--- src/verilog/gpio_pkg.sv ---
// Package for the port B/C/D/E register block: offsets, widths, resets.
// Assumes a 32-bit AXI4-Lite master on the same clock.
package gpio_pkg;
  localparam int unsigned ADDR_W = 6;
  localparam logic [5:0] OFF_B_LATCH = 6'h00;
  localparam logic [5:0] OFF_B_DIR = 6'h04;
  localparam logic [5:0] OFF_B_PIN = 6'h08;
  localparam logic [5:0] OFF_C_LATCH = 6'h0C;
  localparam logic [5:0] OFF_C_DIR = 6'h10;
  localparam logic [5:0] OFF_C_PIN = 6'h14;
  localparam logic [5:0] OFF_D_LATCH = 6'h18;
  localparam logic [5:0] OFF_D_DIR = 6'h1C;
  localparam logic [5:0] OFF_D_PIN = 6'h20;
  localparam logic [5:0] OFF_E_LATCH = 6'h24;
  localparam logic [5:0] OFF_E_DIR = 6'h28;
  localparam logic [5:0] OFF_E_PIN = 6'h2C;
  localparam logic [5:0] OFF_E_CTRL = 6'h30;
  localparam logic [7:0] PORT_RESET = 8'h00;
  localparam logic [2:0] E_MASK = 3'h7;
  localparam int unsigned E_RST_BIT = 0;
  localparam int unsigned E_OC_BIT = 1;
  localparam int unsigned E_XO_BIT = 2;
  // Control register fields
  localparam int unsigned CTRL_XTAL_OUT = 0;
  localparam int unsigned CTRL_EXT_CLK = 1;
  localparam logic [1:0] CTRL_RESET = 2'h0;
  localparam logic [1:0] RESP_OKAY = 2'h0;
  localparam logic [1:0] RESP_SLVERR = 2'h2;
endpackage : gpio_pkg

--- src/verilog/gpio_port.sv ---
// Port B/C/D data, direction and input registers plus port E overrides.
// Assumes AXI4-Lite on aclk; pins arrive asynchronously, fuses are static.
// Function
// - Oscillator output use of port E bit 2 removes its general I/O use.
// - Port E bit 1 is oscillator input unless internal RC is the clock.
// - Timer 0 compare B drives port E bit 1 only when direction is output.
// - Fuse programmed: port E bit 0 is ordinary I/O.
// - Fuse unprogrammed: port E bit 0 belongs to reset, no I/O.
// - As reset pin, bit 0 direction, latch and input read zero.
// - No pull/direction override; bit 1 value override; bit 2 input gate.
// - Ports B, C, D latch and direction: 8 bits, R/W, reset zero.
// - Input registers have no reset value; they follow pins.
// - Port E registers bits 7..3 read zero; latch, direction reset zero.
// - Port E pins feed pin-change sources 26, 25 and 24.
//
// The AXI4-Lite interface to the registers and the placing of the registers were decided locally.
module gpio_port #(
  parameter int unsigned PORT_W = 8
) (
  input wire logic aclk,
  input wire logic aresetn,
  input wire logic [5:0] s_axi_awaddr,
  input wire logic s_axi_awvalid,
  output logic s_axi_awready,
  input wire logic [31:0] s_axi_wdata,
  input wire logic [3:0] s_axi_wstrb,
  input wire logic s_axi_wvalid,
  output logic s_axi_wready,
  output logic [1:0] s_axi_bresp,
  output logic s_axi_bvalid,
  input wire logic s_axi_bready,
  input wire logic [5:0] s_axi_araddr,
  input wire logic s_axi_arvalid,
  output logic s_axi_arready,
  output logic [31:0] s_axi_rdata,
  output logic [1:0] s_axi_rresp,
  output logic s_axi_rvalid,
  input wire logic s_axi_rready,
  input wire logic [7:0] port_b_in,
  output logic [7:0] port_b_out,
  output logic [7:0] port_b_oe,
  output logic [7:0] port_b_pullup,
  input wire logic [7:0] port_c_in,
  output logic [7:0] port_c_out,
  output logic [7:0] port_c_oe,
  output logic [7:0] port_c_pullup,
  input wire logic [7:0] port_d_in,
  output logic [7:0] port_d_out,
  output logic [7:0] port_d_oe,
  output logic [7:0] port_d_pullup,
  input wire logic [2:0] port_e_in,
  output logic [2:0] port_e_out,
  output logic [2:0] port_e_oe,
  output logic [2:0] port_e_pullup,
  input wire logic reset_pin_disable_fuse,
  input wire logic timer0_compare_b_output,
  input wire logic timer0_compare_b_drive_enable,
  input wire logic analog_ch0_digital_disable,
  output logic pin_change_source_26,
  output logic pin_change_source_25,
  output logic pin_change_source_24,
  output logic reset_pin_level
);
  initial begin
    if (PORT_W != 8) $error("PORT_W must be 8");
  end

  logic [7:0] port_b_output_latch, port_b_direction;
  logic [7:0] port_c_output_latch, port_c_direction;
  logic [7:0] port_d_output_latch, port_d_direction;
  logic [2:0] port_e_output_latch, port_e_direction;
  logic [1:0] osc_ctrl;
  logic [26:0] sync1, sync2;
  logic [5:0] aw_addr;
  logic aw_held, w_held;
  logic [31:0] w_data;
  logic [3:0] w_strb;
  logic fuse_q;
  logic [2:0] e_gpio;
  logic [2:0] e_in_en;
  logic [2:0] e_pin_levels;
  logic [31:0] next_rdata;
  logic do_write;

  // Pin synchroniser; first stage read only by second
  always_ff @(posedge aclk) begin
    sync1 <= {port_e_in, port_d_in, port_c_in, port_b_in};
    sync2 <= sync1;
  end

  // Fuse caught by clock on every edge, in reset too
  always_ff @(posedge aclk) begin
    fuse_q <= reset_pin_disable_fuse;
  end

  // Port E general I/O ownership
  always_comb begin
    e_gpio[gpio_pkg::E_RST_BIT] = fuse_q;
    e_gpio[gpio_pkg::E_OC_BIT] =
      !osc_ctrl[gpio_pkg::CTRL_EXT_CLK];
    e_gpio[gpio_pkg::E_XO_BIT] =
      !osc_ctrl[gpio_pkg::CTRL_XTAL_OUT];
    e_in_en = e_gpio;
    e_in_en[gpio_pkg::E_XO_BIT] = e_gpio[gpio_pkg::E_XO_BIT] &&
      !analog_ch0_digital_disable;
  end

  // Zero when reset pin or input gated off
  assign e_pin_levels = sync2[26:24] & e_in_en;

  assign do_write = aw_held && w_held && !s_axi_bvalid;

  // Write channel: address and data taken in either order
  always_ff @(posedge aclk) begin
    if (!aresetn) begin
      aw_held <= 1'b0;
      w_held <= 1'b0;
      aw_addr <= 6'h00;
      w_data <= 32'h0000_0000;
      w_strb <= 4'h0;
      s_axi_bvalid <= 1'b0;
      s_axi_bresp <= gpio_pkg::RESP_OKAY;
    end else begin
      if (s_axi_awvalid && s_axi_awready) begin
        aw_held <= 1'b1;
        aw_addr <= s_axi_awaddr;
      end
      if (s_axi_wvalid && s_axi_wready) begin
        w_held <= 1'b1;
        w_data <= s_axi_wdata;
        w_strb <= s_axi_wstrb;
      end
      if (do_write) begin
        aw_held <= 1'b0;
        w_held <= 1'b0;
        s_axi_bvalid <= 1'b1;
        unique case (aw_addr)
          gpio_pkg::OFF_B_LATCH, gpio_pkg::OFF_B_DIR, gpio_pkg::OFF_B_PIN,
          gpio_pkg::OFF_C_LATCH, gpio_pkg::OFF_C_DIR, gpio_pkg::OFF_C_PIN,
          gpio_pkg::OFF_D_LATCH, gpio_pkg::OFF_D_DIR, gpio_pkg::OFF_D_PIN,
          gpio_pkg::OFF_E_LATCH, gpio_pkg::OFF_E_DIR, gpio_pkg::OFF_E_PIN,
          gpio_pkg::OFF_E_CTRL: s_axi_bresp <= gpio_pkg::RESP_OKAY;
          default: s_axi_bresp <= gpio_pkg::RESP_SLVERR;
        endcase
      end else if (s_axi_bvalid && s_axi_bready) begin
        s_axi_bvalid <= 1'b0;
      end
    end
  end

  assign s_axi_awready = !aw_held;
  assign s_axi_wready = !w_held;

  // Register stores; byte lane 0 only
  always_ff @(posedge aclk) begin
    if (!aresetn) begin
      port_b_output_latch <= gpio_pkg::PORT_RESET;
      port_b_direction <= gpio_pkg::PORT_RESET;
      port_c_output_latch <= gpio_pkg::PORT_RESET;
      port_c_direction <= gpio_pkg::PORT_RESET;
      port_d_output_latch <= gpio_pkg::PORT_RESET;
      port_d_direction <= gpio_pkg::PORT_RESET;
      port_e_output_latch <= gpio_pkg::PORT_RESET[2:0];
      port_e_direction <= gpio_pkg::PORT_RESET[2:0];
      osc_ctrl <= gpio_pkg::CTRL_RESET;
    end else if (do_write && w_strb[0]) begin
      unique case (aw_addr)
        gpio_pkg::OFF_B_LATCH: port_b_output_latch <= w_data[7:0];
        gpio_pkg::OFF_B_DIR: port_b_direction <= w_data[7:0];
        gpio_pkg::OFF_C_LATCH: port_c_output_latch <= w_data[7:0];
        gpio_pkg::OFF_C_DIR: port_c_direction <= w_data[7:0];
        gpio_pkg::OFF_D_LATCH: port_d_output_latch <= w_data[7:0];
        gpio_pkg::OFF_D_DIR: port_d_direction <= w_data[7:0];
        gpio_pkg::OFF_E_LATCH: port_e_output_latch <= w_data[2:0];
        gpio_pkg::OFF_E_DIR: port_e_direction <= w_data[2:0];
        gpio_pkg::OFF_E_CTRL: osc_ctrl <= w_data[1:0];
        default: ;
      endcase
    end
  end

  // Read mux
  always_comb begin
    next_rdata = 32'h0000_0000;
    unique case (s_axi_araddr)
      gpio_pkg::OFF_B_LATCH: next_rdata[7:0] = port_b_output_latch;
      gpio_pkg::OFF_B_DIR: next_rdata[7:0] = port_b_direction;
      gpio_pkg::OFF_B_PIN: next_rdata[7:0] = sync2[7:0];
      gpio_pkg::OFF_C_LATCH: next_rdata[7:0] = port_c_output_latch;
      gpio_pkg::OFF_C_DIR: next_rdata[7:0] = port_c_direction;
      gpio_pkg::OFF_C_PIN: next_rdata[7:0] = sync2[15:8];
      gpio_pkg::OFF_D_LATCH: next_rdata[7:0] = port_d_output_latch;
      gpio_pkg::OFF_D_DIR: next_rdata[7:0] = port_d_direction;
      gpio_pkg::OFF_D_PIN: next_rdata[7:0] = sync2[23:16];
      gpio_pkg::OFF_E_LATCH:
        next_rdata[2:0] = port_e_output_latch & {2'b11, fuse_q};
      gpio_pkg::OFF_E_DIR:
        next_rdata[2:0] = port_e_direction & {2'b11, fuse_q};
      gpio_pkg::OFF_E_PIN: next_rdata[2:0] = e_pin_levels;
      gpio_pkg::OFF_E_CTRL: next_rdata[1:0] = osc_ctrl;
      default: next_rdata = 32'h0000_0000;
    endcase
  end

  // Read channel
  always_ff @(posedge aclk) begin
    if (!aresetn) begin
      s_axi_rvalid <= 1'b0;
      s_axi_rdata <= 32'h0000_0000;
      s_axi_rresp <= gpio_pkg::RESP_OKAY;
    end else if (s_axi_arvalid && s_axi_arready) begin
      s_axi_rvalid <= 1'b1;
      s_axi_rdata <= next_rdata;
      unique case (s_axi_araddr)
        gpio_pkg::OFF_B_LATCH, gpio_pkg::OFF_B_DIR, gpio_pkg::OFF_B_PIN,
        gpio_pkg::OFF_C_LATCH, gpio_pkg::OFF_C_DIR, gpio_pkg::OFF_C_PIN,
        gpio_pkg::OFF_D_LATCH, gpio_pkg::OFF_D_DIR, gpio_pkg::OFF_D_PIN,
        gpio_pkg::OFF_E_LATCH, gpio_pkg::OFF_E_DIR, gpio_pkg::OFF_E_PIN,
        gpio_pkg::OFF_E_CTRL: s_axi_rresp <= gpio_pkg::RESP_OKAY;
        default: s_axi_rresp <= gpio_pkg::RESP_SLVERR;
      endcase
    end else if (s_axi_rvalid && s_axi_rready) begin
      s_axi_rvalid <= 1'b0;
    end
  end

  assign s_axi_arready = !s_axi_rvalid;

  // Pin drivers, registered
  always_ff @(posedge aclk) begin
    if (!aresetn) begin
      port_b_out <= gpio_pkg::PORT_RESET;
      port_b_oe <= gpio_pkg::PORT_RESET;
      port_b_pullup <= gpio_pkg::PORT_RESET;
      port_c_out <= gpio_pkg::PORT_RESET;
      port_c_oe <= gpio_pkg::PORT_RESET;
      port_c_pullup <= gpio_pkg::PORT_RESET;
      port_d_out <= gpio_pkg::PORT_RESET;
      port_d_oe <= gpio_pkg::PORT_RESET;
      port_d_pullup <= gpio_pkg::PORT_RESET;
      port_e_out <= gpio_pkg::PORT_RESET[2:0];
      port_e_oe <= gpio_pkg::PORT_RESET[2:0];
      port_e_pullup <= gpio_pkg::PORT_RESET[2:0];
    end else begin
      port_b_out <= port_b_output_latch;
      port_b_oe <= port_b_direction;
      port_b_pullup <= port_b_output_latch & ~port_b_direction;
      port_c_out <= port_c_output_latch;
      port_c_oe <= port_c_direction;
      port_c_pullup <= port_c_output_latch & ~port_c_direction;
      port_d_out <= port_d_output_latch;
      port_d_oe <= port_d_direction;
      port_d_pullup <= port_d_output_latch & ~port_d_direction;
      // Pull-up and direction never overridden; only ownership gates
      port_e_oe <= port_e_direction & e_gpio;
      port_e_pullup <= port_e_output_latch & ~port_e_direction & e_gpio;
      port_e_out <= port_e_output_latch;
      if (timer0_compare_b_drive_enable)
        port_e_out[gpio_pkg::E_OC_BIT] <=
          timer0_compare_b_output;
    end
  end

  // Pin-change sources and reset pin level
  always_ff @(posedge aclk) begin
    if (!aresetn) begin
      pin_change_source_26 <= 1'b0;
      pin_change_source_25 <= 1'b0;
      pin_change_source_24 <= 1'b0;
      reset_pin_level <= 1'b1;
    end else begin
      pin_change_source_26 <= sync2[26];
      pin_change_source_25 <= sync2[25];
      pin_change_source_24 <= sync2[24];
      reset_pin_level <= fuse_q | sync2[24];
    end
  end
endmodule : gpio_port

--- config.mk ---
export PLATFORM = sky130hd
export DESIGN_NAME = gpio_port
export DESIGN_NICKNAME = d
export VERILOG_FILES = /design/src/verilog/gpio_pkg.sv /design/src/verilog/gpio_port.sv
export SDC_FILE = /design/constraint.sdc
export NUM_CORES = 1
export LEC_CHECK = 0
export BUFFER_PORTS_ARGS = -buffer_cell sky130_fd_sc_hd__buf_2
export CELL_PAD_IN_SITES_DETAIL_PLACEMENT = 0
export CELL_PAD_IN_SITES_GLOBAL_PLACEMENT = 1
export CORE_UTILIZATION = 35
export DETAILED_ROUTE_END_ITERATION = 12
export PLACE_DENSITY_LB_ADDON = 0.1
export SYNTH_ARGS = -nofsm -noshare
export SYNTH_HDL_FRONTEND = slang
export SYNTH_SLANG_ARGS = --single-unit
--- constraint.sdc ---
create_clock -name aclk -period 1.5 [get_ports aclk]
set_input_delay 0.15 -clock aclk [delete_from_list [all_inputs] [get_ports aclk]]
set_output_delay 0.15 -clock aclk [all_outputs]
set_load 0.03 [all_outputs]
==> summary.txt <==
Timing
  • Unrepaired setup endpoints after global routing: true
  • Final min period: 1.573 ns
  • Max Clk Rate: 635.6 MHz
  • Final count of hold timing violations: 0
  • Worst slew pin tran: 0.5018 ns
  • Final setup viols: 34
  • Slew margin rel.: 66.55%
  • Max Slew Vio Count: 0
  • Clock Skew: 0.01036 ns
  • Hold Slack: 0.1401 ns
  • Worst setup margin: -0.07325 ns
  • Tcrit/Tclk final: 104.9%

Synth
  • Synthesized area: 7373 sq um
  • Synth area leader: dfxtp_1
  • Synth top area share: 61.09%
  • Yosys warns: 0
  • Seq/Total Area, Yosys: 61.09%
  • Post-synth EDFFs: 0
  • Ys flop type: dfxtp_1
  • Yosys reg bits: 225
  • Synth unique cells: 47
  • Avg Inst Size Synth: 10.64 sq um
  • Post-synth ARST share: 0%
  • Synth area leaders: dfxtp_1 61%, mux2i_1 5.7%, and2_1 4.8%, nand2_1 3.4%, nor2b_1 2.8%
  • Cells after Synth: 693

Status
  • Failing checks: negative setup slack
  • Status: complete, but fails checks

Setup path
  • Reg2reg start: s_axi_bvalid$_SDFFE_PN0P_
  • Arrival @ worst endpoint: 1.95 ns
  • RR Endpoint: port_d_output_latch[2]$_SDFFE_PN0P_
  • Worst EP required: 1.88 ns
  • CP endpoint kind: flip-flop
  • Startpoint Class: flip-flop
  • Max FO, Critical Path: 8
  • Setup crit start: s_axi_bvalid$_SDFFE_PN0P_
  • Setup CP Type: flip-flop to flip-flop
  • Reg2Reg Depth: 5
  • R2R setup slack: -0.07 ns

Final layout
  • Final Instance Area: 10,190 sq um
  • Final #Nets: 1,043
  • Layout area overhead: 38.23%
  • Finished Layout Cells: 1,243
  • Layout cells sized above 1: 29.80%
  • Inserted Diodes: 0
  • Fillers: 1,978

GRT
  • Vias in the first global route: 5,614
  • First-pass GRT wire length: 30.40 mm
  • GRT Overall Usage: 17.86%
  • Largest net degree at the start of global routing: 54
  • Initial antenna violation count: 0
  • Congestion Overflow GR: 0

Floorplan
  • IO Pins: 212
  • FP Rows: 52
  • Initial Util: 36.09%
  • Die H: 147.1 microns
  • Die X: 147.1 microns
  • Core area: 20,430 sq um
  • Die ar.: 21,650 sq um

Clocking
  • TritonCTS clock tree: yes
  • Sink Count: 225
  • CTS buffer count: 24
  • Clock Path Buffers: 3
  • Clock Root Buffer: clkbuf_16
  • CTS clk-pin slew, worst paths: 0.06 ns
  • Clock latency on the worst-skew pair: 0.51 ns
  • H-tree lvl count: 1

Run
  • Max-cap violations: 0

Power and ir drop
  • VDD IR max: 0.8407 mV
  • PwrDens: 1275 nW/um^2
  • Final total power: 13.00 mW
  • P_leak: 4.613 nW

Drt
  • Post-Route WL: 19.37 mm
  • Via count: 5,672
  • Detailed router's first-iteration violation count: 215
  • # DRC: 0
  • ANT nets after route: 0
  • Vias per cell: 4.563
  • WL/cell: 15.58 microns
  • Pre-antenna DRT Iters: 4

Worst hold path
  • Worst Hold Path EP: s_axi_rdata[1]$_SDFFE_PN0P_
  • Cells on Worst Hold Path: 4
  • Worst hold path class: primary input to flip-flop
  • Startpoint of the worst hold path: aresetn

Placed design
  • Post-Place Cells: 1,149
  • Post-place instance area: 8766 sq um
  • Dpl hpwl: 14.29 mm
  • Input/output buffers: 158
  • GPL Wtd Cong: 0.8819
==> how the worst max path moves through the flow <==
stage | to | depth (start not counted)
after detailed placement | s_axi_rdata[1]$_SDFFE_PN0P_ | 7
after CTS | port_d_output_latch[2]$_SDFFE_PN0P_ | 6
after global placement | s_axi_rdata[1]$_SDFFE_PN0P_ | 7
after floorplan | port_c_output_latch[1]$_SDFFE_PN0P_ | 6
after global routing | port_d_output_latch[2]$_SDFFE_PN0P_ | 5
final | port_d_output_latch[2]$_SDFFE_PN0P_ | 5
==> synthesized netlist by cell type, types with 2 or more instances <==
cell	n
nor3_1	9
nand4_1	3
a211oi_1	3
a21oi_1	21
o21ai_0	33
and3_1	4
nor2b_1	33
and2_1	56
a22oi_1	9
o22ai_1	3
nand2b_1	6
a221oi_1	7
nand3b_1	2
nor3b_1	3
nor2_4	2
and3b_1	2
a31oi_1	5
buf_2	5
nor4b_1	3
buf_4	26
nor2_1	50
nand2_1	67
buf_1	2
nor4b_2	2
mux2i_1	42
inv_1	7
dfxtp_1	225
nand3_1	5
a22o_1	10
clkbuf_1	23
mux2_2	8
buf_6	2
==> metrics by stage <==
| step | TNS [ns] | util [%] | setup slack [ns] |
|---|---|---|---|
| floorplan | -3.070 | - | -0.1022 |
| global placement | -2.673 | 42.91 | -0.2024 |
| detailed placement | -3.606 | 42.91 | -0.2126 |
| CTS | -1.999 | 49.69 | -0.1413 |
| global route | -7.096 | 49.89 | -0.2091 |
| finish | -0.8774 | 49.89 | -0.07325 |
==> repair_timing <==
item                       4_1_cts  5_1_grt
setup endpoints to repair       42       55
hold endpoints to repair        49        0
resized for setup               17       13
hold buffers                    50        0
setup buffers                    2        2
pin swaps                        2        9
==> metal layers <==
layer | global-route usage [%] | part of all wire (%) | vias up
met3 | 3.385 | 5.0 | 28
met2 | 31.39 | 49 | 156
met5 | 0 | 0 | -
met1 | 22.61 | 44 | 2668
li1 | - | - | 2820
met4 | 3.866 | 1.7 | 0
==> kinds of logic after synthesis <==
family                 count (synthesis)  share of synthesized area, %
AND/OR/NAND/NOR                      253                         18.21
flip-flops                           225                         61.09
AO/OA/AOI/OAI                         98                         8.502
buffers and inverters                 65                         4.921
multiplexers                          51                         7.229
other                                  1                       0.05086
==> registers in the layout, indices dropped and copies added, names as in the netlist, 6 cells and up <==
register / flops
aw_addr: 6
port_b_direction: 8
port_b_oe: 8
port_b_out: 8
port_b_output_latch: 8
port_b_pullup: 8
port_c_direction: 8
port_c_oe: 8
port_c_out: 8
port_c_output_latch: 8
port_c_pullup: 8
port_d_direction: 8
port_d_oe: 8
port_d_out: 8
port_d_output_latch: 8
port_d_pullup: 8
s_axi_rdata: 8
sync1: 27
sync2: 27
w_data: 8
==> critical path: stages (launching register included) <==
cell and delay [ns]:
dfxtp_4 0.33, nand3b_1 0.21, nor3_2 0.17, or3b_4 0.50, mux2i_1 0.18, nor2_1 0.06
==> layout make-up <==
cell class                      count  area (sq um)  area share, %
Clock buffer                       32         701.9          6.887
Clock inverter                     10         130.1          1.277
Inverter                            7         26.28         0.2578
Multi-Input combinational cell    428          2665          26.15
Sequential cell                   225          4511          44.25
Tap cell                          270         337.8          3.315
Timing Repair Buffer              271          1821          17.86
==> cell usage in the layout (no fill, tap or decap), types with 6 or more instances in the layout <==
cell type        n
nand2b_1         6
o21ai_1         23
nor3_1           6
buf_4           55
nor2_1          49
clkbuf_16       25
nor2b_1         32
o21ai_0         10
mux2i_1         42
nand2_1         67
a221oi_1         7
buf_2          158
dlygate4sd3_1   50
a21oi_1         21
a22oi_1          7
inv_1            6
mux2_2           8
and2_1          56
dfxtp_1        222
conb_1          26
a22o_1          10
==> power by group <==
part	switching [mW]	leakage, nW	total (mW)	internal, mW
logic	0.407	2.37	0.730	0.323
registers	0.0786	1.84	6.18	6.10
clock network	2.31	0.409	6.09	3.78
total	2.79	4.61	13.0	10.2
Note: power is estimated with default switching activity, not from simulation.
